## src/verilog/padmux_params.svh

```systemverilog
`ifndef PADMUX_PARAMS_SVH
`define PADMUX_PARAMS_SVH

`define PADMUX_NUM_PADS         46
`define PADMUX_PAD0_ADDR        32'h4000_4c00
`define PADMUX_PAD_STRIDE       32'h0000_0004
`define PADMUX_LOCK_ADDR        32'h4000_5310
`define PADMUX_LOCK_KEY         32'h1acc_e551
`define PADMUX_PROTECTED_PAD    43
`define PADMUX_PROT_MSB         12

`define PADMUX_FSEL_LSB         0
`define PADMUX_OSRC_LSB         3
`define PADMUX_OEN_BIT          5
`define PADMUX_PULL_LSB         6
`define PADMUX_DRIVE_LSB        8
`define PADMUX_SLEW_BIT         10
`define PADMUX_REN_BIT          11
`define PADMUX_SMT_BIT          12
`define PADMUX_CTRL_WIDTH       13

`define PADMUX_CTRL_RESET       13'h0160
`define PADMUX_LOCK_RESET       1'h1

`endif

```

## src/verilog/padmux_pkg.sv

```systemverilog
package padmux_pkg;

    typedef enum logic [1:0] {
        PADMUX_OE_REGISTER,
        PADMUX_OE_PERIPHERAL,
        PADMUX_OE_FABRIC,
        PADMUX_OE_UNDEFINED
    } padmux_oe_src_t;

    typedef enum logic [1:0] {
        PADMUX_PULL_NONE,
        PADMUX_PULL_UP,
        PADMUX_PULL_DOWN,
        PADMUX_PULL_KEEPER
    } padmux_pull_t;

endpackage

```

## src/verilog/padmux_pad_slice.sv

```systemverilog
`timescale 1ns/1ns
`include "padmux_params.svh"

// One pad: output function mux, enable source mux and receive gate, all registered.
module padmux_pad_slice
    import padmux_pkg::*;
(
    input  wire logic        ref_clk_i,
    input  wire logic        reset_i,
    input  wire logic        clk_en_i,
    input  wire logic [12:0] ctrl_i,
    input  wire logic [3:0]  func_out_i,
    input  wire logic [3:0]  func_oe_i,
    input  wire logic        fabric_oe_i,
    input  wire logic        pad_in_i,
    output logic             pad_out_o,
    output logic             pad_oe_o,
    output logic             pad_rx_o
);
    logic [1:0] fsel;
    logic [1:0] osrc;

    assign fsel = ctrl_i[`PADMUX_FSEL_LSB +: 2];
    assign osrc = ctrl_i[`PADMUX_OSRC_LSB +: 2];

    always_ff @(posedge ref_clk_i) begin
        if (reset_i) begin
            pad_out_o <= 1'h0;
        end else if (clk_en_i) begin
            pad_out_o <= func_out_i[fsel];
        end
    end

    always_ff @(posedge ref_clk_i) begin
        if (reset_i) begin
            pad_oe_o <= 1'h0;
        end else if (clk_en_i) begin
            unique case (padmux_oe_src_t'(osrc))
                PADMUX_OE_PERIPHERAL: pad_oe_o <= func_oe_i[fsel];
                PADMUX_OE_FABRIC:     pad_oe_o <= fabric_oe_i;
                PADMUX_OE_REGISTER,
                PADMUX_OE_UNDEFINED:  pad_oe_o <= ~ctrl_i[`PADMUX_OEN_BIT];
            endcase
        end
    end

    // Input sampling never looks at the function select, so input-only pads work with any value there.
    always_ff @(posedge ref_clk_i) begin
        if (reset_i) begin
            pad_rx_o <= 1'h0;
        end else if (clk_en_i) begin
            pad_rx_o <= pad_in_i & ctrl_i[`PADMUX_REN_BIT];
        end
    end

    reg_oe_a: assert property (@(posedge ref_clk_i) disable iff (reset_i)
        clk_en_i && (ctrl_i[4:3] == 2'h0 || ctrl_i[4:3] == 2'h3) |=> pad_oe_o == !$past(ctrl_i[5]))
        else $error("register enable not followed");
    fab_oe_a: assert property (@(posedge ref_clk_i) disable iff (reset_i)
        clk_en_i && ctrl_i[4:3] == 2'h2 |=> pad_oe_o == $past(fabric_oe_i))
        else $error("fabric enable not followed");
    rx_gate_a: assert property (@(posedge ref_clk_i) disable iff (reset_i)
        clk_en_i && !ctrl_i[11] |=> !pad_rx_o)
        else $error("receive gate leaks");
endmodule

```

## src/verilog/padmux_top.sv

```systemverilog
`timescale 1ns/1ns
`include "padmux_params.svh"

// Behaviour
// 46 pads, each independently configured
// Bits 1:0 pick one of four outputs
// Pad 0: i2c0 clock, fabric io 0
// Pad 1: i2c0 data, fabric io 1
// Pad 2: fabric, sensor select, debug, battery
// Enable source 0 uses register enable bit
// Enable source 1 uses peripheral enable
// Enable source 2 uses fabric enable
// Bit 5 active low, resets to one
// Bits 7:6 pull state, reset pull-up
// Bits 9:8 drive strength, reset 4 mA
// Bit 10 fast slew, reset slow
// Bit 11 gates pad toward inputs
// Bit 12 Schmitt enable, reset off
// Power cycle or chip reset restores defaults
// Processor, host, debugger access; no fabric
// Key unlocks; other value relocks
// Lock bit resets to one
// Pad 43 bits 12:0 lock protected
// Input sampling ignores function select
// Pad registers at four-byte stride
// Enable source 3 acts as 0
module padmux_top
    import padmux_pkg::*;
#(
    parameter int NUM_PADS = `PADMUX_NUM_PADS
) (
    input  wire logic                  ref_clk_i,
    input  wire logic                  reset_i,
    input  wire logic                  clk_en_i,
    input  wire logic                  reg_wr_i,
    input  wire logic                  reg_rd_i,
    input  wire logic [31:0]           reg_addr_i,
    input  wire logic [31:0]           reg_wdata_i,
    output logic      [31:0]           reg_rdata_o,
    input  wire logic [NUM_PADS*4-1:0] func_out_i,
    input  wire logic [NUM_PADS*4-1:0] func_oe_i,
    input  wire logic [NUM_PADS-1:0]   fabric_oe_i,
    input  wire logic [NUM_PADS-1:0]   pad_in_i,
    output logic      [NUM_PADS-1:0]   pad_out_o,
    output logic      [NUM_PADS-1:0]   pad_oe_o,
    output logic      [NUM_PADS-1:0]   pad_rx_o,
    output logic      [NUM_PADS*2-1:0] pad_pull_o,
    output logic      [NUM_PADS*2-1:0] pad_drive_o,
    output logic      [NUM_PADS-1:0]   pad_slew_fast_o,
    output logic      [NUM_PADS-1:0]   pad_schmitt_enable_o,
    output logic                       lock_active_o
);
    // The register port is shared by processor, host bridge and debugger; fabric has no path here. R16
    logic [12:0] ctrl [NUM_PADS];
    logic        lock_en;
    logic [31:0] pad_offset;
    logic [31:0] pad_index;
    logic        pad_hit;
    logic        lock_hit;

    assign pad_offset = reg_addr_i - `PADMUX_PAD0_ADDR;
    assign pad_index  = {2'h0, pad_offset[31:2]};
    assign pad_hit    = reg_addr_i >= `PADMUX_PAD0_ADDR && pad_offset[1:0] == 2'h0
                        && pad_index < 32'(NUM_PADS);
    assign lock_hit   = reg_addr_i == `PADMUX_LOCK_ADDR;

    always_ff @(posedge ref_clk_i) begin
        if (reset_i) begin
            lock_en <= `PADMUX_LOCK_RESET;
        end else if (clk_en_i && reg_wr_i && lock_hit) begin
            lock_en <= reg_wdata_i != `PADMUX_LOCK_KEY;
        end
    end

    // Each pad owns its register, so a write touches only the addressed one. R1
    genvar g;
    generate
        for (g = 0; g < NUM_PADS; g++) begin : gen_pad
            always_ff @(posedge ref_clk_i) begin
                if (reset_i) begin
                    ctrl[g] <= `PADMUX_CTRL_RESET;
                end else if (clk_en_i && reg_wr_i && pad_hit && pad_index == 32'(g)
                             && !(g == `PADMUX_PROTECTED_PAD && lock_en)) begin
                    ctrl[g] <= reg_wdata_i[12:0];
                end
            end

            // Function inputs per pad: slot 0..3 follows the select encoding, e.g. pad 0 i2c0 clock then
            // fabric io, pad 2 fabric, sensor select, debug monitor, battery monitor. R3 R4 R5
            padmux_pad_slice u_slice (
                .ref_clk_i   (ref_clk_i),
                .reset_i     (reset_i),
                .clk_en_i    (clk_en_i),
                .ctrl_i      (ctrl[g]),
                .func_out_i  (func_out_i[g*4 +: 4]),
                .func_oe_i   (func_oe_i[g*4 +: 4]),
                .fabric_oe_i (fabric_oe_i[g]),
                .pad_in_i    (pad_in_i[g]),
                .pad_out_o   (pad_out_o[g]),
                .pad_oe_o    (pad_oe_o[g]),
                .pad_rx_o    (pad_rx_o[g])
            );

            always_ff @(posedge ref_clk_i) begin
                if (reset_i) begin
                    pad_pull_o[g*2 +: 2]    <= 2'h1;
                    pad_drive_o[g*2 +: 2]   <= 2'h1;
                    pad_slew_fast_o[g]      <= 1'h0;
                    pad_schmitt_enable_o[g] <= 1'h0;
                end else if (clk_en_i) begin
                    pad_pull_o[g*2 +: 2]    <= ctrl[g][`PADMUX_PULL_LSB +: 2];
                    pad_drive_o[g*2 +: 2]   <= ctrl[g][`PADMUX_DRIVE_LSB +: 2];
                    pad_slew_fast_o[g]      <= ctrl[g][`PADMUX_SLEW_BIT];
                    pad_schmitt_enable_o[g] <= ctrl[g][`PADMUX_SMT_BIT];
                end
            end
        end
    endgenerate

    // Lock state also goes out to protected registers living in other blocks.
    always_ff @(posedge ref_clk_i) begin
        if (reset_i) begin
            lock_active_o <= 1'h1;
        end else if (clk_en_i) begin
            lock_active_o <= lock_en;
        end
    end

    // Read data is registered; unmapped addresses return zero.
    always_ff @(posedge ref_clk_i) begin
        if (reset_i) begin
            reg_rdata_o <= 32'h0;
        end else if (clk_en_i && reg_rd_i) begin
            if (pad_hit) begin
                reg_rdata_o <= {19'h0, ctrl[pad_index[5:0]]};
            end else if (lock_hit) begin
                reg_rdata_o <= {31'h0, lock_en};
            end else begin
                reg_rdata_o <= 32'h0;
            end
        end
    end

    // Reset checks carry no enable term, because reset overrides the freeze.
    relock_a: assert property (@(posedge ref_clk_i) disable iff (reset_i)
        clk_en_i && reg_wr_i && lock_hit && reg_wdata_i != 32'h1acce551 |=> lock_en)
        else $error("lock not restored");

    unlock_a: assert property (@(posedge ref_clk_i) disable iff (reset_i)
        clk_en_i && reg_wr_i && lock_hit && reg_wdata_i == 32'h1acce551 |=> !lock_en)
        else $error("key did not unlock");

    key_only_a: assert property (@(posedge ref_clk_i) disable iff (reset_i)
        clk_en_i && reg_wr_i && !lock_hit |=> $stable(lock_en))
        else $error("lock moved without a lock write");

    freeze_lock_a: assert property (@(posedge ref_clk_i) disable iff (reset_i)
        !clk_en_i && !reset_i |=> $stable(lock_en) && $stable(lock_active_o))
        else $error("lock moved while frozen");

    lock_out_a: assert property (@(posedge ref_clk_i) disable iff (reset_i)
        clk_en_i |=> lock_active_o == $past(lock_en))
        else $error("lock output stale");

    read_lock_a: assert property (@(posedge ref_clk_i) disable iff (reset_i)
        clk_en_i && reg_rd_i && lock_hit |=> reg_rdata_o == {31'h0, $past(lock_en)})
        else $error("lock read wrong");

    protect_a: assert property (@(posedge ref_clk_i) disable iff (reset_i)
        lock_en && !(reg_wr_i && lock_hit) |=> $stable(ctrl[43]))
        else $error("locked pad register changed");

    unlock_write_a: assert property (@(posedge ref_clk_i) disable iff (reset_i)
        clk_en_i && !lock_en && reg_wr_i && reg_addr_i == 32'h4000_4cac |=> ctrl[43] == $past(reg_wdata_i[12:0]))
        else $error("unlocked protected write lost");

    pad_write_a: assert property (@(posedge ref_clk_i) disable iff (reset_i)
        clk_en_i && reg_wr_i && reg_addr_i == 32'h4000_4c04 |=> ctrl[1] == $past(reg_wdata_i[12:0]))
        else $error("pad write lost");

    stride_a: assert property (@(posedge ref_clk_i) disable iff (reset_i)
        clk_en_i && reg_wr_i && reg_addr_i == 32'h4000_4cb4 |=> ctrl[45] == $past(reg_wdata_i[12:0]))
        else $error("last pad write lost");

    other_pad_a: assert property (@(posedge ref_clk_i) disable iff (reset_i)
        clk_en_i && reg_wr_i && reg_addr_i != 32'h4000_4c00 |=> $stable(ctrl[0]))
        else $error("pad 0 changed by another write");

    misalign_a: assert property (@(posedge ref_clk_i) disable iff (reset_i)
        clk_en_i && reg_wr_i && reg_addr_i[1:0] != 2'h0 |=> $stable(ctrl[0]) && $stable(ctrl[1]))
        else $error("misaligned write landed");

    unmapped_a: assert property (@(posedge ref_clk_i) disable iff (reset_i)
        clk_en_i && reg_wr_i && reg_addr_i == 32'h4000_4cb8 |=> $stable(ctrl[45]))
        else $error("write past last pad landed");

    read_pad_a: assert property (@(posedge ref_clk_i) disable iff (reset_i)
        clk_en_i && reg_rd_i && reg_addr_i == 32'h4000_4c00 |=> reg_rdata_o == {19'h0, $past(ctrl[0])})
        else $error("pad 0 read wrong");

    read_last_a: assert property (@(posedge ref_clk_i) disable iff (reset_i)
        clk_en_i && reg_rd_i && reg_addr_i == 32'h4000_4cb4 |=> reg_rdata_o == {19'h0, $past(ctrl[45])})
        else $error("last pad read wrong");

    read_zero_a: assert property (@(posedge ref_clk_i) disable iff (reset_i)
        clk_en_i && reg_rd_i && !pad_hit && !lock_hit |=> reg_rdata_o == 32'h0)
        else $error("unmapped read not zero");

    rdata_hold_a: assert property (@(posedge ref_clk_i) disable iff (reset_i)
        !reset_i && !(clk_en_i && reg_rd_i) |=> $stable(reg_rdata_o))
        else $error("read data moved without a read");

    lock_reset_a: assert property (@(posedge ref_clk_i)
        reset_i |=> lock_en && ctrl[0] == 13'h0160)
        else $error("reset values wrong");

    reset_out_a: assert property (@(posedge ref_clk_i)
        reset_i |=> lock_active_o && reg_rdata_o == 32'h0 && pad_out_o == '0 && pad_oe_o == '0)
        else $error("bus or pad outputs not reset");

    reset_pads_a: assert property (@(posedge ref_clk_i)
        reset_i |=> pad_rx_o == '0 && pad_slew_fast_o == '0 && pad_schmitt_enable_o == '0)
        else $error("pad settings not reset");

    reset_drive_a: assert property (@(posedge ref_clk_i)
        reset_i |=> pad_pull_o == {NUM_PADS{2'h1}} && pad_drive_o == {NUM_PADS{2'h1}})
        else $error("pull or drive not reset");

    reset_ctrl_a: assert property (@(posedge ref_clk_i)
        reset_i |=> ctrl[43] == `PADMUX_CTRL_RESET && ctrl[45] == `PADMUX_CTRL_RESET)
        else $error("pad registers not reset");

    // Pad outputs follow the stored register one enabled edge later.
    out_pad0_a: assert property (@(posedge ref_clk_i) disable iff (reset_i)
        clk_en_i && !reset_i |=> pad_out_o[0] == $past(func_out_i[ctrl[0][1:0]]))
        else $error("pad 0 output select wrong");

    out_pad1_a: assert property (@(posedge ref_clk_i) disable iff (reset_i)
        clk_en_i && !reset_i |=> pad_out_o[1] == $past(func_out_i[4 + ctrl[1][1:0]]))
        else $error("pad 1 output select wrong");

    out_pad2_a: assert property (@(posedge ref_clk_i) disable iff (reset_i)
        clk_en_i && !reset_i |=> pad_out_o[2] == $past(func_out_i[8 + ctrl[2][1:0]]))
        else $error("pad 2 output select wrong");

    out_last_a: assert property (@(posedge ref_clk_i) disable iff (reset_i)
        clk_en_i && !reset_i |=> pad_out_o[45] == $past(func_out_i[180 + ctrl[45][1:0]]))
        else $error("last pad output select wrong");

    periph_oe_a: assert property (@(posedge ref_clk_i) disable iff (reset_i)
        clk_en_i && !reset_i && ctrl[0][4:3] == 2'h1 |=> pad_oe_o[0] == $past(func_oe_i[ctrl[0][1:0]]))
        else $error("peripheral enable not followed");

    periph_last_a: assert property (@(posedge ref_clk_i) disable iff (reset_i)
        clk_en_i && !reset_i && ctrl[45][4:3] == 2'h1 |=> pad_oe_o[45] == $past(func_oe_i[180 + ctrl[45][1:0]]))
        else $error("last pad peripheral enable wrong");

    fabric_last_a: assert property (@(posedge ref_clk_i) disable iff (reset_i)
        clk_en_i && !reset_i && ctrl[45][4:3] == 2'h2 |=> pad_oe_o[45] == $past(fabric_oe_i[45]))
        else $error("last pad fabric enable wrong");

    undef_src_a: assert property (@(posedge ref_clk_i) disable iff (reset_i)
        clk_en_i && !reset_i && ctrl[1][4:3] == 2'h3 |=> pad_oe_o[1] == !$past(ctrl[1][5]))
        else $error("source 3 not treated as register");

    oe_off_a: assert property (@(posedge ref_clk_i) disable iff (reset_i)
        clk_en_i && !reset_i && ctrl[0][4:3] == 2'h0 && ctrl[0][5] |=> !pad_oe_o[0])
        else $error("driver on with enable bit high");

    rx_pass_a: assert property (@(posedge ref_clk_i) disable iff (reset_i)
        clk_en_i && !reset_i && ctrl[0][11] |=> pad_rx_o[0] == $past(pad_in_i[0]))
        else $error("receive path blocked");

    rx_block_a: assert property (@(posedge ref_clk_i) disable iff (reset_i)
        clk_en_i && !reset_i && !ctrl[45][11] |=> !pad_rx_o[45])
        else $error("last pad receive gate leaks");

    pull_out_a: assert property (@(posedge ref_clk_i) disable iff (reset_i)
        clk_en_i && !reset_i |=> pad_pull_o[1:0] == $past(ctrl[0][7:6]))
        else $error("pull output mismatch");

    pull_last_a: assert property (@(posedge ref_clk_i) disable iff (reset_i)
        clk_en_i && !reset_i |=> pad_pull_o[91:90] == $past(ctrl[45][7:6]))
        else $error("last pad pull mismatch");

    drive_out_a: assert property (@(posedge ref_clk_i) disable iff (reset_i)
        clk_en_i && !reset_i |=> pad_drive_o[1:0] == $past(ctrl[0][9:8]))
        else $error("drive output mismatch");

    drive_last_a: assert property (@(posedge ref_clk_i) disable iff (reset_i)
        clk_en_i && !reset_i |=> pad_drive_o[91:90] == $past(ctrl[45][9:8]))
        else $error("last pad drive mismatch");

    slew_out_a: assert property (@(posedge ref_clk_i) disable iff (reset_i)
        clk_en_i && !reset_i |=> pad_slew_fast_o[0] == $past(ctrl[0][10]))
        else $error("slew output mismatch");

    schmitt_out_a: assert property (@(posedge ref_clk_i) disable iff (reset_i)
        clk_en_i && !reset_i |=> pad_schmitt_enable_o[0] == $past(ctrl[0][12]))
        else $error("schmitt output mismatch");

    freeze_pads_a: assert property (@(posedge ref_clk_i) disable iff (reset_i)
        !clk_en_i && !reset_i |=> $stable(pad_out_o) && $stable(pad_oe_o) && $stable(ctrl[0]))
        else $error("pad state moved while frozen");
endmodule
```

## config.mk

```make
export PLATFORM = sky130hd
export DESIGN_NAME = padmux_top
export DESIGN_NICKNAME = d
export VERILOG_FILES = /design/src/verilog/padmux_pkg.sv /design/src/verilog/padmux_pad_slice.sv /design/src/verilog/padmux_top.sv
export VERILOG_INCLUDE_DIRS = /design/src /design/src/verilog
export SDC_FILE = /design/constraint.sdc
export NUM_CORES = 2
export LEC_CHECK = 0
export BUFFER_PORTS_ARGS = -buffer_cell sky130_fd_sc_hd__buf_4
export CAP_MARGIN = 20
export CORE_AREA = 2 2 378 380
export DETAILED_ROUTE_END_ITERATION = 7
export DIE_AREA = 0 0 380 382
export GPL_TIMING_DRIVEN = 0
export PLACE_DENSITY = 0.54
export SLEW_MARGIN = 20
export SYNTH_ARGS = -nofsm -noshare
export SYNTH_HDL_FRONTEND = slang
export SYNTH_HIERARCHICAL = 1
export SYNTH_SLANG_ARGS = --single-unit
```

## constraint.sdc

```tcl
create_clock -name ref_clk_i -period 3.6 [get_ports ref_clk_i]
set_input_delay 0.36 -clock ref_clk_i [delete_from_list [all_inputs] [get_ports ref_clk_i]]
set_output_delay 0.36 -clock ref_clk_i [all_outputs]
set_load 0.005 [all_outputs]
```

Yosys cells after proc, flatten, opt, wreduce, memory -nomap -nowiden. Memory sizes are Yosys's and may differ from the RTL's. Index checks and enable logic that the tools add are counted.

Bits in registers: 448. Memory bits (writable): 598. Output and inout bits: 447. Word-level logic and storage cells: 1264. Memories: 1.

Memories: ctrl (depth 46, width 13, read ports 47, clocked after Yosys merged registers in 0, write ports 46, line padmux_top.sv:54) `logic [12:0] ctrl [NUM_PADS];`.

$add $sub $neg: 1. $lt $le $gt $ge: 48. Equality and inequality tests: 185. Mux-type cells: 418. Bitwise operators: 138. Reductions and logical operators: 148.

Operators by type and width (number): 13-bit two-way mux (47); 30-bit by 5-bit equality test with 1-bit output, second input constant (16); 30-bit by 6-bit equality test with 1-bit output, second input constant (14); 30-bit by 4-bit equality test with 1-bit output, second input constant (8); 1-bit two-way mux (233); 1-bit binary-select mux with 2-bit select (92); 2-bit equality test, second input constant (92); 2-bit by 3-bit < comparator with 1-bit output, second input constant (46); 1-bit one-hot mux with 3 select lines (46); 30-bit by 3-bit equality test with 1-bit output, second input constant (4); 2-bit zero test (47); 2-bit by 1-bit equality test with 1-bit output, second input constant (46); 2-bit OR reduction (46); 30-bit by 2-bit equality test with 1-bit output, second input constant (2); 1-bit logical AND (53); 1-bit bitwise AND (46); 1-bit inverter (46); 1-bit OR (46); 32-bit by 31-bit equality test with 1-bit output, second input constant (1); 32-bit by 31-bit >= comparator with 1-bit output, second input constant (1); 32-bit zero test (1); 32-bit by 29-bit != test with 1-bit output, second input constant (1); 32-bit by 31-bit subtractor with 32-bit output, second input constant (1); 30-bit by 1-bit equality test with 1-bit output, second input constant (1); 2 further kinds (2).

Longest topological paths before layout.
Depth in word-level cells: 11. Mapped depth: 10. Mapped depth without buffers: 6.

Hierarchy. The synthesis kept the hierarchy.

Modules (own cells, without submodules): padmux_top (instances 1, cells each 2856, area each 37036.8 µm²); padmux_pad_slice (instances 46, cells each 22, area each 215.2 µm²).

Worst setup path before layout. No wires, ideal clock.

Path kind: in2reg. From: input reg_addr_i[15]. To: memory ctrl[43][0] (enable). Data arrival time: 2.601 ns. Required time: 3.214 ns. Setup slack: 0.613 ns. Cell stages on the path: 7. Buffers on the path: 1. Path through: or4_4 -> a2111oi_4 -> mux2i_1 -> a21oi_1 -> buf_2 -> nand3_1 -> o21bai_1.

RTL lines: start: declaration (line padmux_top.sv:37) `input wire logic [31:0] reg_addr_i,`; end: declaration (line padmux_top.sv:54).

==> impl_metrics.yaml <==
setup_path:
  critical-path-top-cell-by-count: "clkbuf_1"
  critical_path_top_delay_cell: "clkbuf_1"
  crit_path_start_kind: "primary input"
  cp.arrival_ns: 4.16
  cp_top_family: "buffers and inverters"
  timing.critical_path.required_ns: 4.05
  element_type_at_the_critical_path_end: "flip-flop"
  path_max_fanout: 10
  critical_path_class: "in -> reg"
  worst_path_largest_cell_delay_ns: 0.92
  cp_num_buf_inv: 4
  worstPathCellList: "clkbuf_1 > buf_1 > clkbuf_2 > nor3_1 > nand3_1 > clkbuf_1 > nor2_1"
timing:
  period_minus_slack_ns: 3.71
  worst_hold_check_slack_ns: 0.0381
  setup_slack_ns: -0.109
  tns_ns: -1.40
  grt_setup_unrepaired: "false"
  worst_pin_slew_ns: 1.29
  final_setup_vio_count: 21
  hold_violations: 0
  slew-limit-headroom_pct: 13.5
  timing.clock.skew_ns: 0.0336
  post-route-period-util_pct: 103
  timing.final.max_slew_violations: 0
  maxClockFrequency_mhz: 270
floorplanning:
  chipHeight_um: 382
  fp.dieW_um: 380
  placementRows: 138
  top_level_pins: 976
  die-area_mm2: 0.145
  floorplan.initialDensity_pct: 33.3
  core_region_area_mm2: 0.141
final_layout:
  layout.cell_area.non_filler_mm2: 0.0623
  drive_above_1_share_pct: 28.0
  finish.utilization_pct: 44.2
  area_growth_syn_to_layout_pct: 32.8
  final-instance-count-excl-fill: 7127
  final_nets: 5751
clocking:
  clk_root_buffer_cell: "clkbuf_16"
  cts.path.max_buffers: 3
  tritoncts: "done"
  numCtsBuffers: 118
  clk-insertion-delay-late_ns: 0.77
  clock_sink_count: 1027
  clkSlewWorstSetupHoldPaths_ns: 0.06
  htreeDepth: 3
power:
  pwrdens_mw_per_mm2: 476
  internal-power_mw: 21.8
  power.total_mw: 29.7
  power.sequential.fraction_pct: 45.8
  switching_power_mw: 7.86
  power.share.switching_pct: 26.5
  power.leakage_nw: 25.1
  power_frac_clock_pct: 41.3
  worst_ir_drop_vdd_mv: 0.415
  fraction_of_power_consumed_by_combinational_cells_pct: 12.9
drt:
  drt-wirelength-per-cell_um: 32.0
  drcViolationCount: 0
  pre_antenna_drt_iters: 6
  drt_wl_total_mm: 228
  detailroute.via_count: 38974
  post_drt_via_cell_ratio: 5.47
  drt-initial-drc-count: 4272
  final_antenna_violating_net_count: 0
synthesis:
  yosysSeqAreaShare_pct: 56.6
  ys.flop_type: "edfxtp_1"
  synth_top_area_cell: "edfxtp_1"
  synth_area_mm2: 0.0469
  synth_enable_flop_cells: 598
  ys_top_cells_by_count: "nor2_1, edfxtp_1, dfxtp_1, mux2i_1, mux4_2"
  post-synth-top-count-cell: "nor2_1"
  netlist.area_leader.share_pct: 38.3
  synthTopCellsByArea: "edfxtp_1, dfxtp_1, mux4_2"
  ys_ff_latch: 1027
  synth.lib_cells_used.distinct: 53
  synth-warning-count: 6
  syn_area_per_cell_um2: 12.1
  postSynthCellCount: 3868
  fraction_of_synthesis_flops_using_an_asynchronous_set_or_reset_pin_pct: 0
placement:
  dp_hpwl_mm: 174
  place_ws_ns: -1.45
  global_placement_routability_congestion: 0.966
  placedInstanceArea_mm2: 0.0567
  portBuffers: 953
  number_of_instances_in_the_placed_design: 6736
min_path:
  hold_path_class: "in -> reg"
grt:
  via_count_of_the_first_global_routing_pass: 38144
  grt_max_degree: 106
  grt_first_pass_wirelength_mm: 308
  groute.usage.overall_pct: 30.4
  antenna_found_initial: 16
  grt-ovfl-total: 0
run_status:
  status: "finished with violations"
  violations_in_the_final_reports: "negative setup slack"
run:
  cap_violations: 0
-- path summary, 6_finish.rpt --
path / startpoint / endpoint / slack (ns) / cells past startpoint
worst max-delay path: reg_addr_i[3] / ctrl[40][1] / -0.11 / 7
worst min-delay path: clk_en_i / gen_pad[0].u_slice/pad_rx_o / 0.04 / 3
worst max register to register: ctrl[36][0] / reg_rdata_o[0] / 0.93 / 5
worst min register to register: reg_rdata_o[10] / reg_rdata_o[10] / 0.46 / 2
-- state kept, by name, summed over array words and instances, names as in the netlist --
register                   flops
pad_pull_o                    92
gen_pad.u_slice/pad_out_o     46
reg_rdata_o                   13
pad_drive_o                   92
lock_en                        1
pad_schmitt_enable_o          46
gen_pad.u_slice/pad_oe_o      46
pad_slew_fast_o               46
gen_pad.u_slice/pad_rx_o      46
lock_active_o                  1
ctrl                         598
-- area by class of cell --
| class | count | area [um2] |
|---|---|---|
| Timing Repair Buffer | 1125 | 8960 |
| Multi-Input combinational cell | 2445 | 18900 |
| Antenna cell | 3 | 7.51 |
| Sequential cell | 1027 | 26500 |
| Clock inverter | 65 | 594 |
| Buffer | 275 | 1180 |
| Fill cell | 13483 | 78600 |
| Clock buffer | 159 | 3300 |
| Tap cell | 1890 | 2360 |
| Inverter | 138 | 518 |
-- power groups by stage --
stage	clock [mW]	sequential, mW	combinational [mW]
floorplan	0	13.6	1.57
global placement	0	13.8	3.58
detailed placement	0	13.8	3.62
CTS	12.4	13.6	3.80
global route	12.8	13.7	4.01
finish	12.3	13.6	3.82
-- routing by layer --
| metal | track usage, % | routed length, um | up-vias |
|---|---|---|---|
| li1 | - | - | 16608 |
| met1 | 38.3 | 88800 | 19863 |
| met2 | 49.6 | 107000 | 2097 |
| met3 | 8.77 | 22900 | 394 |
| met4 | 11.3 | 9330 | 12 |
| met5 | 0 | 80 | - |
-- cells in the final DEF (no fill, tap or decap), drive strengths merged, types with 16 or more instances in the layout --
master,instances
clkinv,45
nand2b,53
ha,92
a22oi,50
nand3b,49
a221o,46
a21o,35
nand2,184
mux4,198
buf,1040
nor3b,47
dlygate4sd3,165
a211o,94
a41o,46
mux2i,331
and3,16
nor2,711
dfxtp,429
edfxtp,598
nand3,115
inv,146
conb,19
clkbuf,353
nor2b,157
nor3,23
a21oi,74
-- logic make-up after synthesis --
kind of cell | count (synthesis) | synth area share (%)
flip-flops | 1027 | 56.6
AO/OA/AOI/OAI | 397 | 6.71
AND/OR/NAND/NOR | 1395 | 13.8
adder cells (fa/ha/maj) | 92 | 2.45
buffers and inverters | 414 | 3.56
multiplexers | 542 | 16.9
other | 1 | 0.00799
-- repair_timing --
action | in CTS | in global routing
endpoints found under the hold margin | 99 | 0
hold buffers | 165 | 0
setup buffers | 0 | 0
setup endpoints to repair | 473 | 39
resized for setup | 13 | 3
pin swaps | 0 | 0
-- worst register-to-register path, delay by kind of cell (launching register included) --
kind | cells | cell delay (ns)
flops | 1 | 0.56
compound gates | 4 | 1.59
mux | 1 | 0.36
Power figures use the tool's default switching activity.
